$ cat src/hw/clr_pkg.sv
package clr_pkg;
  // register byte offsets
  localparam logic [7:0] CTRL_OFS     = 8'h00;
  localparam logic [7:0] ADV_OFS      = 8'h04;
  localparam logic [7:0] STAT_OFS     = 8'h08;
  localparam logic [7:0] IRQ_STAT_OFS = 8'h0c;
  localparam logic [7:0] IRQ_MASK_OFS = 8'h10;
  localparam logic [7:0] PDV_OFS      = 8'h14;
  // control field positions
  localparam int CTRL_AUTONEG_BIT = 0;
  localparam int CTRL_SPD100_BIT  = 1;
  localparam int CTRL_FULL_BIT    = 2;
  localparam int CTRL_RESTART_BIT = 3;
  // interrupt field positions
  localparam int IRQ_UP_BIT       = 0;
  localparam int IRQ_DOWN_BIT     = 1;
  localparam int IRQ_MODE_BIT     = 2;
  // reset values
  localparam logic [2:0] CTRL_RST     = 3'h3;
  localparam logic [3:0] ADV_RST      = 4'hf;
  localparam logic [2:0] IRQ_MASK_RST = 3'h0;
  // link modes, ranked: higher code is the better mode
  typedef enum logic [1:0] {
    MODE_10H  = 2'b00,
    MODE_10F  = 2'b01,
    MODE_100H = 2'b10,
    MODE_100F = 2'b11
  } clr_mode_t;
  typedef enum logic [1:0] {
    ST_DOWN    = 2'b00,
    ST_SETTLE  = 2'b01,
    ST_RESOLVE = 2'b10,
    ST_UP      = 2'b11
  } clr_state_t;
  // timing
  localparam int CLK_NS         = 8;
  localparam int BIT_TIME_NS    = 10;
  localparam int PATH_DELAY_BT  = 50;
  localparam int PATH_DELAY_CYC = (PATH_DELAY_BT * BIT_TIME_NS) / CLK_NS;
  localparam int SETTLE_NS      = 2000;
  localparam int SETTLE_CYC     = (SETTLE_NS + CLK_NS - 1) / CLK_NS;
  localparam int PIN_W          = 10;
endpackage

$ cat src/hw/clr_copper_port_link_mode_resolver.sv
`timescale 1ns/1ps
module clr_copper_port_link_mode_resolver (
  input  wire logic        clk,
  input  wire logic        rst_n,
  input  wire logic        hsel,
  input  wire logic [31:0] haddr,
  input  wire logic [1:0]  htrans,
  input  wire logic        hwrite,
  input  wire logic [2:0]  hsize,
  input  wire logic [31:0] hwdata,
  input  wire logic        hready,
  output logic      [31:0] hrdata,
  output logic             hreadyout,
  output logic             hresp,
  input  wire logic        linkSignal,
  input  wire logic        negPulsesSeen,
  input  wire logic        idle10Seen,
  input  wire logic        idle100Seen,
  input  wire logic [3:0]  partnerAbility,
  input  wire logic        txActive,
  input  wire logic        rxActive,
  output logic             linkUpIndicator,
  output logic             trafficIndicator,
  output logic             duplexIndicator,
  output logic             speedIndicator,
  output logic             collisionOut,
  output logic             irq
);
  import clr_pkg::*;

  logic [PIN_W-1:0] pinRaw;
  logic [PIN_W-1:0] syncA_r;
  logic [PIN_W-1:0] syncB_r;
  logic             linkS, negS, idle10S, idle100S, txS, rxS;
  logic [3:0]       abilityS;
  clr_state_t       state_r, state_nxt;
  clr_mode_t        mode_r, mode_nxt;
  logic             modeOk;
  logic [11:0]      settleCnt_r;
  logic [2:0]       ctrl_r;
  logic [3:0]       adv_r;
  logic [2:0]       irqStat_r;
  logic [2:0]       irqMask_r;
  logic [2:0]       irqEvt;
  logic             parallel_r;
  logic             addrPh, wrPend_r, rdClear;
  logic [7:0]       wrAddr_r;
  logic             restartReq;
  logic [3:0]       common;

  // every pin input passes two flops before logic sees it
  assign pinRaw = {partnerAbility, rxActive, txActive, idle100Seen, idle10Seen,
                   negPulsesSeen, linkSignal};
  genvar gi;
  generate
    for (gi = 0; gi < PIN_W; gi++) begin : g_sync
      always_ff @(posedge clk or negedge rst_n) begin
        if (!rst_n) begin
          syncA_r[gi] <= 1'b0;
          syncB_r[gi] <= 1'b0;
        end else begin
          syncA_r[gi] <= pinRaw[gi];
          syncB_r[gi] <= syncA_r[gi];
        end
      end
    end
  endgenerate
  assign {abilityS, rxS, txS, idle100S, idle10S, negS, linkS} = syncB_r;

  // bus: zero wait states, every answer is OKAY
  assign hreadyout = 1'b1;
  assign hresp     = 1'b0;
  assign addrPh    = hsel && htrans[1] && hready;
  assign rdClear   = addrPh && !hwrite && (haddr[7:0] == IRQ_STAT_OFS);
  // a control write restarts resolution with the new settings
  assign restartReq = wrPend_r && (wrAddr_r == CTRL_OFS);

  // write data arrives one cycle after the address is taken
  always_ff @(posedge clk or negedge rst_n) begin
    if (!rst_n) begin
      wrPend_r <= 1'b0;
      wrAddr_r <= 8'h00;
    end else begin
      wrPend_r <= addrPh && hwrite;
      wrAddr_r <= haddr[7:0];
    end
  end

  // configuration registers
  always_ff @(posedge clk or negedge rst_n) begin
    if (!rst_n) begin
      ctrl_r    <= CTRL_RST;   // auto-negotiation by default
      adv_r     <= ADV_RST;
      irqMask_r <= IRQ_MASK_RST;
    end else if (wrPend_r) begin
      case (wrAddr_r)
        CTRL_OFS:     ctrl_r    <= hwdata[2:0];
        ADV_OFS:      adv_r     <= hwdata[3:0];
        IRQ_MASK_OFS: irqMask_r <= hwdata[2:0];
        default:      ;
      endcase
    end
  end

  // read data is prepared at the address phase so it stands in the data phase
  always_ff @(posedge clk or negedge rst_n) begin
    if (!rst_n) begin
      hrdata <= 32'h0;
    end else if (addrPh && !hwrite) begin
      case (haddr[7:0])
        CTRL_OFS:     hrdata <= {29'h0, ctrl_r};
        ADV_OFS:      hrdata <= {28'h0, adv_r};
        STAT_OFS:     hrdata <= {25'h0, state_r, parallel_r, mode_r, 1'b0, linkUpIndicator};
        IRQ_STAT_OFS: hrdata <= {29'h0, irqStat_r};
        IRQ_MASK_OFS: hrdata <= {29'h0, irqMask_r};
        PDV_OFS:      hrdata <= 32'(PATH_DELAY_BT);
        default:      hrdata <= 32'h0;
      endcase
    end
  end

  // highest common mode; in negotiation a mode is usable only if both ends advertise it
  assign common = adv_r & abilityS;
  always_comb begin
    mode_nxt = MODE_10H;
    modeOk   = 1'b1;
    if (!ctrl_r[CTRL_AUTONEG_BIT]) begin
      // fixed: speed and duplex straight from configuration
      mode_nxt = clr_mode_t'({ctrl_r[CTRL_SPD100_BIT], ctrl_r[CTRL_FULL_BIT]});
    end else if (negS) begin
      if (common[3])      mode_nxt = MODE_100F;
      else if (common[2]) mode_nxt = MODE_100H;
      else if (common[1]) mode_nxt = MODE_10F;
      else if (common[0]) mode_nxt = MODE_10H;
      else                modeOk   = 1'b0;
    end else if (idle100S) begin
      mode_nxt = MODE_100H;
    end else if (idle10S) begin
      mode_nxt = MODE_10H;
    end else begin
      modeOk = 1'b0;
    end
  end

  // link state machine
  always_comb begin
    state_nxt = state_r;
    case (state_r)
      ST_DOWN:    if (linkS) state_nxt = ST_SETTLE;
      ST_SETTLE:  if (!linkS) state_nxt = ST_DOWN;
                  else if (settleCnt_r == 12'(SETTLE_CYC)) state_nxt = ST_RESOLVE;
      ST_RESOLVE: if (!linkS) state_nxt = ST_DOWN;
                  else if (modeOk) state_nxt = ST_UP;
      ST_UP:      if (!linkS) state_nxt = ST_DOWN;
      default:    state_nxt = ST_DOWN;
    endcase
    if (restartReq) begin
      state_nxt = ST_DOWN;
    end
  end

  always_ff @(posedge clk or negedge rst_n) begin
    if (!rst_n) begin
      state_r <= ST_DOWN;
    end else begin
      state_r <= state_nxt;
    end
  end

  // settle timer lets the partner finish its pulses before the choice is made
  always_ff @(posedge clk or negedge rst_n) begin
    if (!rst_n) begin
      settleCnt_r <= 12'h0;
    end else if (state_r != ST_SETTLE) begin
      settleCnt_r <= 12'h0;
    end else begin
      settleCnt_r <= settleCnt_r + 12'h1;
    end
  end

  // resolved mode is captured on entering the up state and kept there
  always_ff @(posedge clk or negedge rst_n) begin
    if (!rst_n) begin
      mode_r     <= MODE_10H;
      parallel_r <= 1'b0;
    end else if (state_r == ST_RESOLVE && state_nxt == ST_UP) begin
      mode_r     <= mode_nxt;
      parallel_r <= ctrl_r[CTRL_AUTONEG_BIT] && !negS;
    end
  end

  // indicators follow the up state and the synchronised carrier, so a loss clears them at once
  always_ff @(posedge clk or negedge rst_n) begin
    if (!rst_n) begin
      linkUpIndicator  <= 1'b0;
      trafficIndicator <= 1'b0;
      duplexIndicator  <= 1'b0;
      speedIndicator   <= 1'b0;
    end else if (state_r == ST_UP && linkS) begin
      linkUpIndicator  <= 1'b1;
      trafficIndicator <= txS || rxS;
      duplexIndicator  <= mode_r[0];
      speedIndicator   <= mode_r[1];
    end else begin
      linkUpIndicator  <= 1'b0;
      trafficIndicator <= 1'b0;
      duplexIndicator  <= 1'b0;
      speedIndicator   <= 1'b0;
    end
  end

  // collision echo in half duplex: three cycles from pin, far under the delay budget
  always_ff @(posedge clk or negedge rst_n) begin
    if (!rst_n) begin
      collisionOut <= 1'b0;
    end else begin
      // gated by carrier too, so a loss never leaves an echo without a link
      collisionOut <= (state_r == ST_UP) && linkS && !mode_r[0] && txS && rxS;
    end
  end

  // events: link up, link down, mode differing from the previous resolution
  assign irqEvt[IRQ_UP_BIT]   = (state_r != ST_UP) && (state_nxt == ST_UP);
  assign irqEvt[IRQ_DOWN_BIT] = (state_r == ST_UP) && (state_nxt != ST_UP);
  assign irqEvt[IRQ_MODE_BIT] = irqEvt[IRQ_UP_BIT] && (mode_nxt != mode_r);

  // sticky status, cleared by reading it; a new event in the same cycle wins
  always_ff @(posedge clk or negedge rst_n) begin
    if (!rst_n) begin
      irqStat_r <= 3'h0;
    end else begin
      irqStat_r <= (rdClear ? 3'h0 : irqStat_r) | irqEvt;
    end
  end

  always_ff @(posedge clk or negedge rst_n) begin
    if (!rst_n) begin
      irq <= 1'b0;
    end else begin
      irq <= |(irqStat_r & irqMask_r);
    end
  end

endmodule // clr_copper_port_link_mode_resolver

$ cat config.mk
export PLATFORM = sky130hd
export DESIGN_NAME = clr_copper_port_link_mode_resolver
export DESIGN_NICKNAME = d
export VERILOG_FILES = /design/src/hw/clr_pkg.sv /design/src/hw/clr_copper_port_link_mode_resolver.sv
export SDC_FILE = /design/constraint.sdc
export NUM_CORES = 1
export LEC_CHECK = 0
export BUFFER_PORTS_ARGS = -buffer_cell sky130_fd_sc_hd__buf_2
export CAP_MARGIN = 20
export CORE_UTILIZATION = 40
export CTS_CLUSTER_DIAMETER = 60
export DETAILED_ROUTE_END_ITERATION = 10
export GPL_TIMING_DRIVEN = 0
export HOLD_SLACK_MARGIN = 0.03
export PLACE_DENSITY = 0.68
export SYNTH_ARGS = -nofsm -noshare
export SYNTH_HDL_FRONTEND = slang
export SYNTH_SLANG_ARGS = --single-unit
$ cat constraint.sdc
create_clock -name clk -period 5.6 [get_ports clk]
set_input_delay 1.4 -clock clk [delete_from_list [all_inputs] [get_ports clk]]
set_output_delay 1.4 -clock clk [all_outputs]
set_load 0.02 [all_outputs]
==> results of run 1 <==
[kinds of logic (layout without fill, tap and decap cells)]
kind of cell | Yosys count | count (layout)
adders and majority gates | 2 | 2
xor gates and xnor gates | 10 | 10
AOI/OAI and AO/OA | 30 | 30
buffers and inverters | 37 | 93
other | 2 | 27
and+or+nand+nor | 81 | 81
muxes | 15 | 15
DFF | 72 | 72
[registers in the layout, summed over array words and instances (netlist names), 2 cells and up]
| name | flops |
|---|---|
| ctrl_r | 3 |
| wrAddr_r | 8 |
| settleCnt_r | 12 |
| irqMask_r | 3 |
| abilityS | 4 |
| adv_r | 4 |
| syncA_r | 10 |
| state_r | 2 |
| irqStat_r | 3 |
| mode_r | 2 |
| hrdata | 7 |
[cell type report]
type	count	area, um2	share of cell area, %
inverter	5	18.77	0.5068
multi-input combinational	165	1084	29.26
sequential	72	1809	48.85
tap	99	123.9	3.345
timing repair buffer	40	202.7	5.473
buffer	32	221.5	5.980
clock inverter	6	116.4	3.142
clock buffer	10	127.6	3.446
[Yosys cell counts, drive strengths merged, types with 3 or more instances]
cell type / number
dfrtp: 66
or3: 3
nor2: 17
dfstp: 6
nand3: 4
o21ai: 11
a21oi: 5
xor2: 7
buf: 27
inv: 5
and2: 3
mux2: 12
or4: 4
nor2b: 3
xnor2: 3
nand2: 23
nor3b: 4
clkbuf: 5
nor3: 3
[final timing paths]
kind / endpoint / depth (start not counted) / startpoint / slack (ps)
max reg2reg: parallel_r / 5 / wrAddr_r[5] / 3530
max in group asynchronous: settleCnt_r[8] / 1 / rst_n / 3880
min reg2reg: abilityS[0] / 0 / syncA_r[6] / 350
max: irqStat_r[2] / 6 / haddr[6] / 2890
min: abilityS[0] / 0 / syncA_r[6] / 350
min in group asynchronous: wrAddr_r[3] / 1 / rst_n / 1160
[per-layer routing]
layer / routed length [um] / GRT usage (%) / vias to the layer above
met2: 2366 / 22.48 / 52
met4: 105 / 7.504 / 0
met3: 318 / 4.432 / 10
met5: 0 / 0 / -
li1: - / - / 956
met1: 2529 / 19.83 / 889
[critical path, delay by kind of cell]
kind | cells | cell delay [ps]
AO/OA/AOI/OAI | 1 | 130
buffers and inverters | 1 | 110
AND/OR/NAND/NOR | 4 | 1320
[cells in the final DEF, fill, tap and decap left out, types with 3 or more instances in the layout]
cell        n
nor2_1     17
nor2b_1     3
or3_1       3
dfstp_2     6
clkbuf_1    6
or4_1       4
dfrtp_1    66
clkbuf_8    9
buf_2      39
buf_4      28
inv_1       5
bufinv_16   3
conb_1     27
nor3b_1     4
a21oi_1     5
and2_1      3
xor2_1      7
mux2_4      3
o21ai_0    11
xnor2_1     3
mux2_2      9
nand2_1    23
nand3_1     4
[power groups by stage]
stage / registers [mW] / clock network, mW / logic [mW]
final: 0.544 / 0.495 / 0.0750
after global routing: 0.545 / 0.531 / 0.0846
after CTS: 0.544 / 0.506 / 0.0756
after detailed placement: 0.554 / 0 / 0.0753
after global placement: 0.553 / 0 / 0.0745
after floorplan: 0.552 / 0 / 0.0494
[through the flow]
step | utilization [%] | setup slack, ps
global placement | 47.41 | 2541
floorplan | - | 2764
global route | 50.79 | 2813
detailed placement | 47.44 | 2528
finish | 50.79 | 2890
CTS | 50.79 | 2902
==> impl_metrics.json, run 1 <==
{
  "status": "finished clean",
  "p_int_mw": 0.8653,
  "ios": 124,
  "wirelength_um": 5321,
  "num_rows": 31,
  "crit_fanout": 3,
  "grt_usage_pct": 14.97,
  "holdBufCountCts": 0,
  "rsz0062_at_grt": "false",
  "max_freq_mhz": 369.0,
  "cts-root-buf": "clkbuf_8",
  "clkPwrFrac_pct": 44.5,
  "cts_buffers": 9,
  "syn-instance-count": 249,
  "area_delta_synth_final_pct": 21.86,
  "critPathArrivalTime_ps": 2950,
  "ys_top_cells_by_area": "dfrtp_1, buf_4, dfstp_2",
  "ir_drop_mv": 0.1487,
  "synth_top_area_share_pct": 54.34,
  "viasPerCell": 4.445,
  "fin_nets": 411,
  "relSlewSlack_pct": 42.83,
  "layout_min_cycle_time_ps": 2710,
  "synth_fa_ha_area_share_pct": 0.8234,
  "muxShareOfSynthArea_pct": 6.628,
  "drc_errors": 0,
  "vias": 1907,
  "fin_crit_sh_pct": 48.39,
  "worstSetupPathType": "primary input to register",
  "hold_viol_final": 0,
  "ys_types": 51,
  "whs_ps": 345.4,
  "syn_area_per_cell_um2": 12.21,
  "fillers": 698,
  "pwr_density_cell_nw_per_um2": 300.8,
  "layout-drive-gt1-share_pct": 32.73,
  "synth-compound-area-share_pct": 6.340,
  "cts.sinks": 72,
  "postRouteAntennaNets": 0,
  "cellLeakagePower_nw": 1.761,
  "first_pass_iters": 4,
  "p_total_mw": 1.114,
  "cts_setup_buffers": 0,
  "synth_edf_count": 0,
  "p_seq_share_pct": 48.8,
  "hold_class": "register to register",
  "slew_violations": 0,
  "core_um2": 7292,
  "syn_area_um2": 3039,
  "drtIter0Drc": 51,
  "grt_max_degree": 73,
  "cp_cell_sequence": "buf_2 -> or4_1 -> or4_1 -> nand2_1 -> nand2_1 -> a2bb2oi_1",
  "wl_per_cell_um": 12.40,
  "slowest_stage": "or4_1",
  "ys_seq_elements": 72,
  "htree_num_levels": 3,
  "p_switching_mw": 0.2486,
  "startpoint_type": "primary input",
  "dpl.hpwl_um": 3847,
  "worstSetupEndpointType": "register",
  "tightest_slew_ps": 857.6,
  "globalplace.congestion": 0.7487,
  "max_cap_viol_count": 0,
  "cts.path.max_buffers": 2,
  "async_flop_share_pct": 100.0,
  "netSwitchingFraction_pct": 22.32,
  "p_comb_share_pct": 6.7,
  "antenna_cells": 0,
  "placed_area_um2": 3460,
  "final_area_um2": 3704,
  "synthFlopType": "dfrtp_1",
  "io_buffers": 40,
  "die_x_um": 89.17,
  "tns_ps": 0,
  "dpl.cell_count": 413,
  "fin_skew_ps": 10.34,
  "yosysSeqAreaShare_pct": 59.53,
  "synth_top_family_by_area": "simple AND/OR/NAND/NOR gates",
  "fp.dieH_um": 89.17,
  "grt_pass1_vias": 1810,
  "synth_xor_area_share_pct": 2.882,
  "setup-violations-final": 0,
  "yosys.area.top_type": "dfrtp_1",
  "yosys.area_share.simple_pct": 15.64,
  "required_ps": 5840,
  "cts_tree": "built",
  "grt_overflow": 0,
  "initial_utilization_pct": 41.68,
  "clock_latency_ps": 350,
  "path_clk_slew_ps": 80,
  "die_area_um2": 7950,
  "grt_pass1_wl_um": 8597,
  "grt_antenna_before_repair": 0,
  "stdcell_count": 429,
  "max_stage_delay_ps": 570,
  "yosys_warnings": 0,
  "post_cts_resized": 0
}
No activity file was read; power rests on OpenSTA's default activity.
==> run 2: changes to the inputs <==
- ABC_AREA: not set -> 1
- PLACE_DENSITY: 0.68 -> 0.7
- clock period: 5.6 -> 2.4 ns (I/O delays scaled with it)
==> run 2 against run 1 <==
Die area grew 5.3%. Synthesized cell count grew 41%. Worst hold slack gained 2.7 ps. Area after synthesis grew 5.4%. Wire length grew 12%. Design area grew 2.3%. Global-route usage grew 0.75 points. Critical path type is now register to primary output. Critical endpoint is now linkUpIndicator. Largest cell class unchanged.
==> impl_metrics.json, run 2 <==
{
  "status": "finished clean",
  "ys_top_cells_by_area": "dfrtp_1, nand2_1, buf_4",
  "yosysSeqAreaShare_pct": 56.46,
  "syn_area_per_cell_um2": 9.129,
  "startpoint_type": "register",
  "antenna_cells": 0,
  "ys_seq_elements": 72,
  "layout-drive-gt1-share_pct": 27.04,
  "io_buffers": 40,
  "die_area_um2": 8373,
  "max_freq_mhz": 669.9,
  "core_um2": 7727,
  "syn-instance-count": 351,
  "drtIter0Drc": 109,
  "slowest_stage": "dfrtp_1",
  "area_delta_synth_final_pct": 18.23,
  "largest_register_ffs": 12,
  "worstSetupPathType": "register to primary output",
  "max_cap_viol_count": 0,
  "worstSetupEndpointType": "primary output",
  "crit_family": "flip-flops",
  "grt_pass1_wl_um": 10270,
  "async_flop_share_pct": 100.0,
  "viasPerCell": 4.499,
  "p_int_mw": 1.731,
  "cts_setup_buffers": 0,
  "ios": 124,
  "reg_top3": "settleCnt_r (12), syncA_r (10), wrAddr_r (8)",
  "crit_fanout": 2,
  "synth_top_area_share_pct": 51.54,
  "grt_antenna_before_repair": 0,
  "tightest_slew_ps": 878.6,
  "yosysMostFrequentCell": "nand2_1",
  "cts.sinks": 72,
  "grt_max_degree": 73,
  "critPathArrivalTime_ps": 890,
  "htree_num_levels": 3,
  "setup-violations-final": 0,
  "r2r_cells": 9,
  "cts.path.max_buffers": 2,
  "cts-root-buf": "clkbuf_8",
  "slew_violations": 0,
  "hold_viol_final": 0,
  "postRouteAntennaNets": 0,
  "path_depth": 1,
  "holdBufCountCts": 0,
  "p_seq_share_pct": 56.1,
  "fin_nets": 513,
  "yosys_warnings": 0,
  "fin_skew_ps": 3.987,
  "cp_cell_sequence": "buf_2",
  "fp.dieH_um": 91.51,
  "cp_num_buf_inv": 1,
  "layout_min_cycle_time_ps": 1493,
  "grt_overflow": 0,
  "required_ps": 1800,
  "whs_path_depth": 0,
  "fin_crit_sh_pct": 62.20,
  "pwr_density_cell_nw_per_um2": 596.9,
  "cts_tree": "built",
  "hold_class": "register to register",
  "syn_area_um2": 3204,
  "grt_usage_pct": 15.72,
  "die_x_um": 91.51,
  "cellLeakagePower_nw": 2.028,
  "mostFrequentLayoutCells": "nand2_1, dfrtp_1, buf_2, inv_1, buf_4",
  "tns_ps": 0,
  "initial_utilization_pct": 41.47,
  "netSwitchingFraction_pct": 23.46,
  "wirelength_um": 5981,
  "p_switching_mw": 0.5306,
  "clock_latency_ps": 340,
  "synth_edf_count": 0,
  "clkPwrFrac_pct": 35.3,
  "relSlewSlack_pct": 41.43,
  "postLayoutCoreUtil_pct": 49.03,
  "globalplace.congestion": 0.8888,
  "final_common_cell": "nand2_1",
  "max_stage_delay_ps": 390,
  "drc_errors": 0,
  "wl_per_cell_um": 11.26,
  "whs_ps": 348.1,
  "p_comb_share_pct": 8.6,
  "cts_buffers": 9,
  "rsz0062_at_grt": "false",
  "post_cts_resized": 0,
  "first_pass_iters": 4,
  "ys_types": 28,
  "synth_common_cells": "nand2_1, dfrtp_1, inv_1",
  "path_clk_slew_ps": 60,
  "largest-register": "settleCnt_r",
  "num_rows": 32,
  "grt_pass1_vias": 2341,
  "vias": 2389,
  "yosys.area.top_type": "dfrtp_1",
  "dpl.hpwl_um": 4487,
  "ir_drop_mv": 0.5073,
  "synthFlopType": "dfrtp_1"
}
run 2: changes by cell type after synthesis, sizes merged, moves of 7 or more:
| cell | before | now |
|---|---|---|
| nor2 | 17 | 37 |
| o21ai | 11 | 22 |
| inv | 5 | 41 |
| mux2 | 12 | 0 |
| nand2 | 23 | 89 |
| nand3 | 4 | 27 |
| xor2 | 7 | 0 |
run 2: path summary, 6_finish.rpt:
path,startpoint,to,slack [ps]
hold / removal,syncA_r[8],abilityS[2],350
hold reg to reg,syncA_r[8],abilityS[2],350
setup / recovery,linkUpIndicator,linkUpIndicator,910
setup reg to reg,adv_r[3],mode_r[0],990
min in group asynchronous,rst_n,settleCnt_r[5],380
max in group asynchronous,rst_n,syncA_r[7],1450
run 2: final cells by class:
class / instances / area, um2
flip-flops and latches: 72 / 1809
repair buffers: 40 / 202.7
plain buffers: 28 / 210.2
clock buffers: 12 / 155.1
well taps: 102 / 127.6
fillers: 755 / 3939
clock inverters: 1 / 5.005
inverters: 41 / 153.9
multi-input cells: 235 / 1125
run 2: power by group through the flow:
stage,Clock (mW),Sequential [mW],Combinational [mW]
finish,0.799,1.27,0.195
global route,0.872,1.27,0.219
CTS,0.826,1.27,0.195
detailed placement,0,1.29,0.195
global placement,0,1.29,0.191
floorplan,0,1.29,0.129
run 2: kinds of logic after synthesis:
logic type                 synth area share (%)
DFF                                       56.46
buffers and inverters                     11.36
adders and majority gates                0.7808
and+or+nand+nor                           24.91
AOI/OAI and AO/OA                         6.248
other                                    0.2344
run 2: through the flow:
stage / cell area [um2] / setup WS (ps) / power [mW] / cells
2_1_floorplan: 3298 / 1045 / 1.416 / 376
3_3_place_gp: 3626 / 395.5 / 1.481 / 518
3_5_place_dp: 3628 / 775.5 / 1.486 / 518
4_1_cts: 3789 / 885.7 / 2.289 / 531
5_1_grt: 3789 / 867.3 / 2.363 / 531
6_report: 3789 / 907.3 / 2.262 / 531
run 2: layer usage:
| metal | share of wire, % | track usage, % |
|---|---|---|
| met3 | 4.7 | 4.523 |
| met5 | 0 | 0 |
| met2 | 47 | 26.00 |
| met4 | 2.2 | 6.481 |
| met1 | 46 | 19.19 |
==> run 3: changes to the inputs <==
- PLACE_DENSITY: 0.7 -> 0.68
- clock period: 2.4 -> 1.4 ns (I/O delays scaled with it)
==> run 3 against run 2 <==
Via count up 1.2%. Power increased by 90%. Setup slack lost 890 ps. Flip-flop and latch count unchanged. Design area increased by 3.3%. Critical path type is now register to register. Combinational power up 77%. Highest routed layer unchanged. Wire length grew 0.25%. Critical path depth is 8 higher. Global-route usage rose by 0.12 points.
==> impl_metrics.json, run 3 (synthesized netlist as in run 2, its figures left out) <==
{
  "fillers": 750,
  "p_total_mw": 4.293,
  "initial_utilization_pct": 41.47,
  "grt_pass1_vias": 2355,
  "htree_num_levels": 3,
  "max_freq_mhz": 721.9,
  "holdBufCountCts": 0,
  "worstSetupEndpointType": "register",
  "reg_top3": "settleCnt_r (12), syncA_r (10), wrAddr_r (8)",
  "p_switching_mw": 0.9785,
  "dpl.hpwl_um": 4510,
  "startpoint_type": "register",
  "core_um2": 7727,
  "die_area_um2": 8373,
  "grt_max_degree": 73,
  "hold_viol_final": 0,
  "grt_usage_pct": 15.84,
  "worstSetupPathType": "register to register",
  "p_seq_share_pct": 50.6,
  "reg2reg_slack_ps": 10,
  "fin_nets": 517,
  "cts_tree": "built",
  "area_delta_synth_final_pct": 22.14,
  "die_x_um": 91.51,
  "vias": 2417,
  "tightest_slew_ps": 848.1,
  "cts.sinks": 72,
  "grt_pass1_wl_um": 10340,
  "ios": 124,
  "largest_register_ffs": 12,
  "drtIter0Drc": 132,
  "multi_input_area_um2": 1157,
  "final_common_cell": "nand2_1",
  "cts_buffers": 9,
  "r2r_start": "adv_r[2]",
  "wl_per_cell_um": 11.14,
  "viasPerCell": 4.493,
  "wirelength_um": 5996,
  "slew_violations": 0,
  "grt_antenna_before_repair": 0,
  "required_ps": 1630,
  "relSlewSlack_pct": 43.46,
  "max_cap_viol_count": 0,
  "fp.dieH_um": 91.51,
  "cellLeakagePower_nw": 2.065,
  "globalplace.congestion": 0.9068,
  "path_clk_slew_ps": 70,
  "postRouteAntennaNets": 0,
  "mostFrequentLayoutCells": "nand2_1, dfrtp_1, buf_2, inv_1, buf_4",
  "cts.path.max_buffers": 2,
  "r2r_cells": 9,
  "clock_latency_ps": 340,
  "seq_area_um2": 1810,
  "critPathArrivalTime_ps": 1620,
  "hold_class": "primary input to asynchronous set/reset pin",
  "fin_crit_sh_pct": 98.95,
  "layout-drive-gt1-share_pct": 30.73,
  "ir_drop_mv": 0.8435,
  "status": "finished clean",
  "num_rows": 32,
  "whs_ps": 99.62,
  "netSwitchingFraction_pct": 22.79,
  "clkPwrFrac_pct": 41.3,
  "worst_r2r_endpoint": "mode_r[0]",
  "p_comb_share_pct": 8.0,
  "antenna_cells": 0,
  "layout_min_cycle_time_ps": 1385,
  "largest-register": "settleCnt_r",
  "fin_skew_ps": 6.943,
  "grt_overflow": 0,
  "io_buffers": 40,
  "drc_errors": 0,
  "first_pass_iters": 4,
  "cts-root-buf": "clkbuf_8",
  "crit_fanout": 4,
  "setup-violations-final": 0,
  "rsz0062_at_grt": "true",
  "tns_ps": 0,
  "pwr_density_cell_nw_per_um2": 1097,
  "p_int_mw": 3.314
}
[run 3: timing repair]
action | in CTS | in global routing
resized for setup | 1 | 12
endpoints found under the setup margin | 3 | 9
buffers inserted | 1 | 3
pin swaps | 0 | 6
gates cloned | 0 | 0
[run 3: power groups by stage]
stage | Clock, mW | Sequential [mW] | Combinational, mW
finish | 1.77 | 2.17 | 0.345
global placement | 0 | 2.21 | 0.328
detailed placement | 0 | 2.21 | 0.334
floorplan | 0 | 2.21 | 0.220
CTS | 1.82 | 2.17 | 0.337
global route | 1.92 | 2.18 | 0.388
[run 3: layout make-up]
| type | instances | area share [%] |
|---|---|---|
| timing repair buffer | 44 | 5.946 |
| clock inverter | 5 | 2.046 |
| clock buffer | 11 | 3.613 |
| tap | 102 | 3.261 |
| inverter | 41 | 3.932 |
| sequential | 72 | 46.26 |
| buffer | 28 | 5.371 |
| multi-input combinational | 235 | 29.57 |
[run 3: routing by layer]
| metal | share of wire (%) | global-route usage, % | vias to the layer above |
|---|---|---|---|
| met5 | 0 | 0 | - |
| met4 | 2.0 | 4.894 | 0 |
| met3 | 5.9 | 5.528 | 11 |
| met2 | 49 | 26.19 | 76 |
| met1 | 43 | 19.38 | 1102 |
| li1 | - | - | 1228 |
[run 3: metrics by stage]
step / setup WS [ps] / cell area (um2) / std cells / utilization (%)
global placement: -336.9 / 3626 / 518 / 46.92
floorplan: 177.7 / 3298 / 376 / -
CTS: 9.688 / 3862 / 535 / 49.98
global route: -110.0 / 3914 / 538 / 50.65
detailed placement: 12.34 / 3628 / 518 / 46.96
finish: 14.69 / 3914 / 538 / 50.65
[run 3: how the worst max path moves through the flow]
stage                         startpoint              end  slack [ps]  depth (start not counted)
after CTS                 settleCnt_r[0]       parallel_r          10                          9
after floorplan           settleCnt_r[0]  settleCnt_r[10]         180                          8
final                           adv_r[2]        mode_r[0]          10                          9
after global routing            adv_r[2]        mode_r[1]        -110                          9
after detailed placement        adv_r[3]       parallel_r          10                         10
after global placement             rst_n      wrAddr_r[5]        -340                          1
[run 3: critical path, stage by stage (launching register included)]
cell     delay (ps)
dfstp_2         570
nand2_2          70
inv_2            60
nor2_2           40
nand2_1          50
nand2_1          60
nand2_2          70
nand4_1         180
nand2_1         120
nand2_1          60
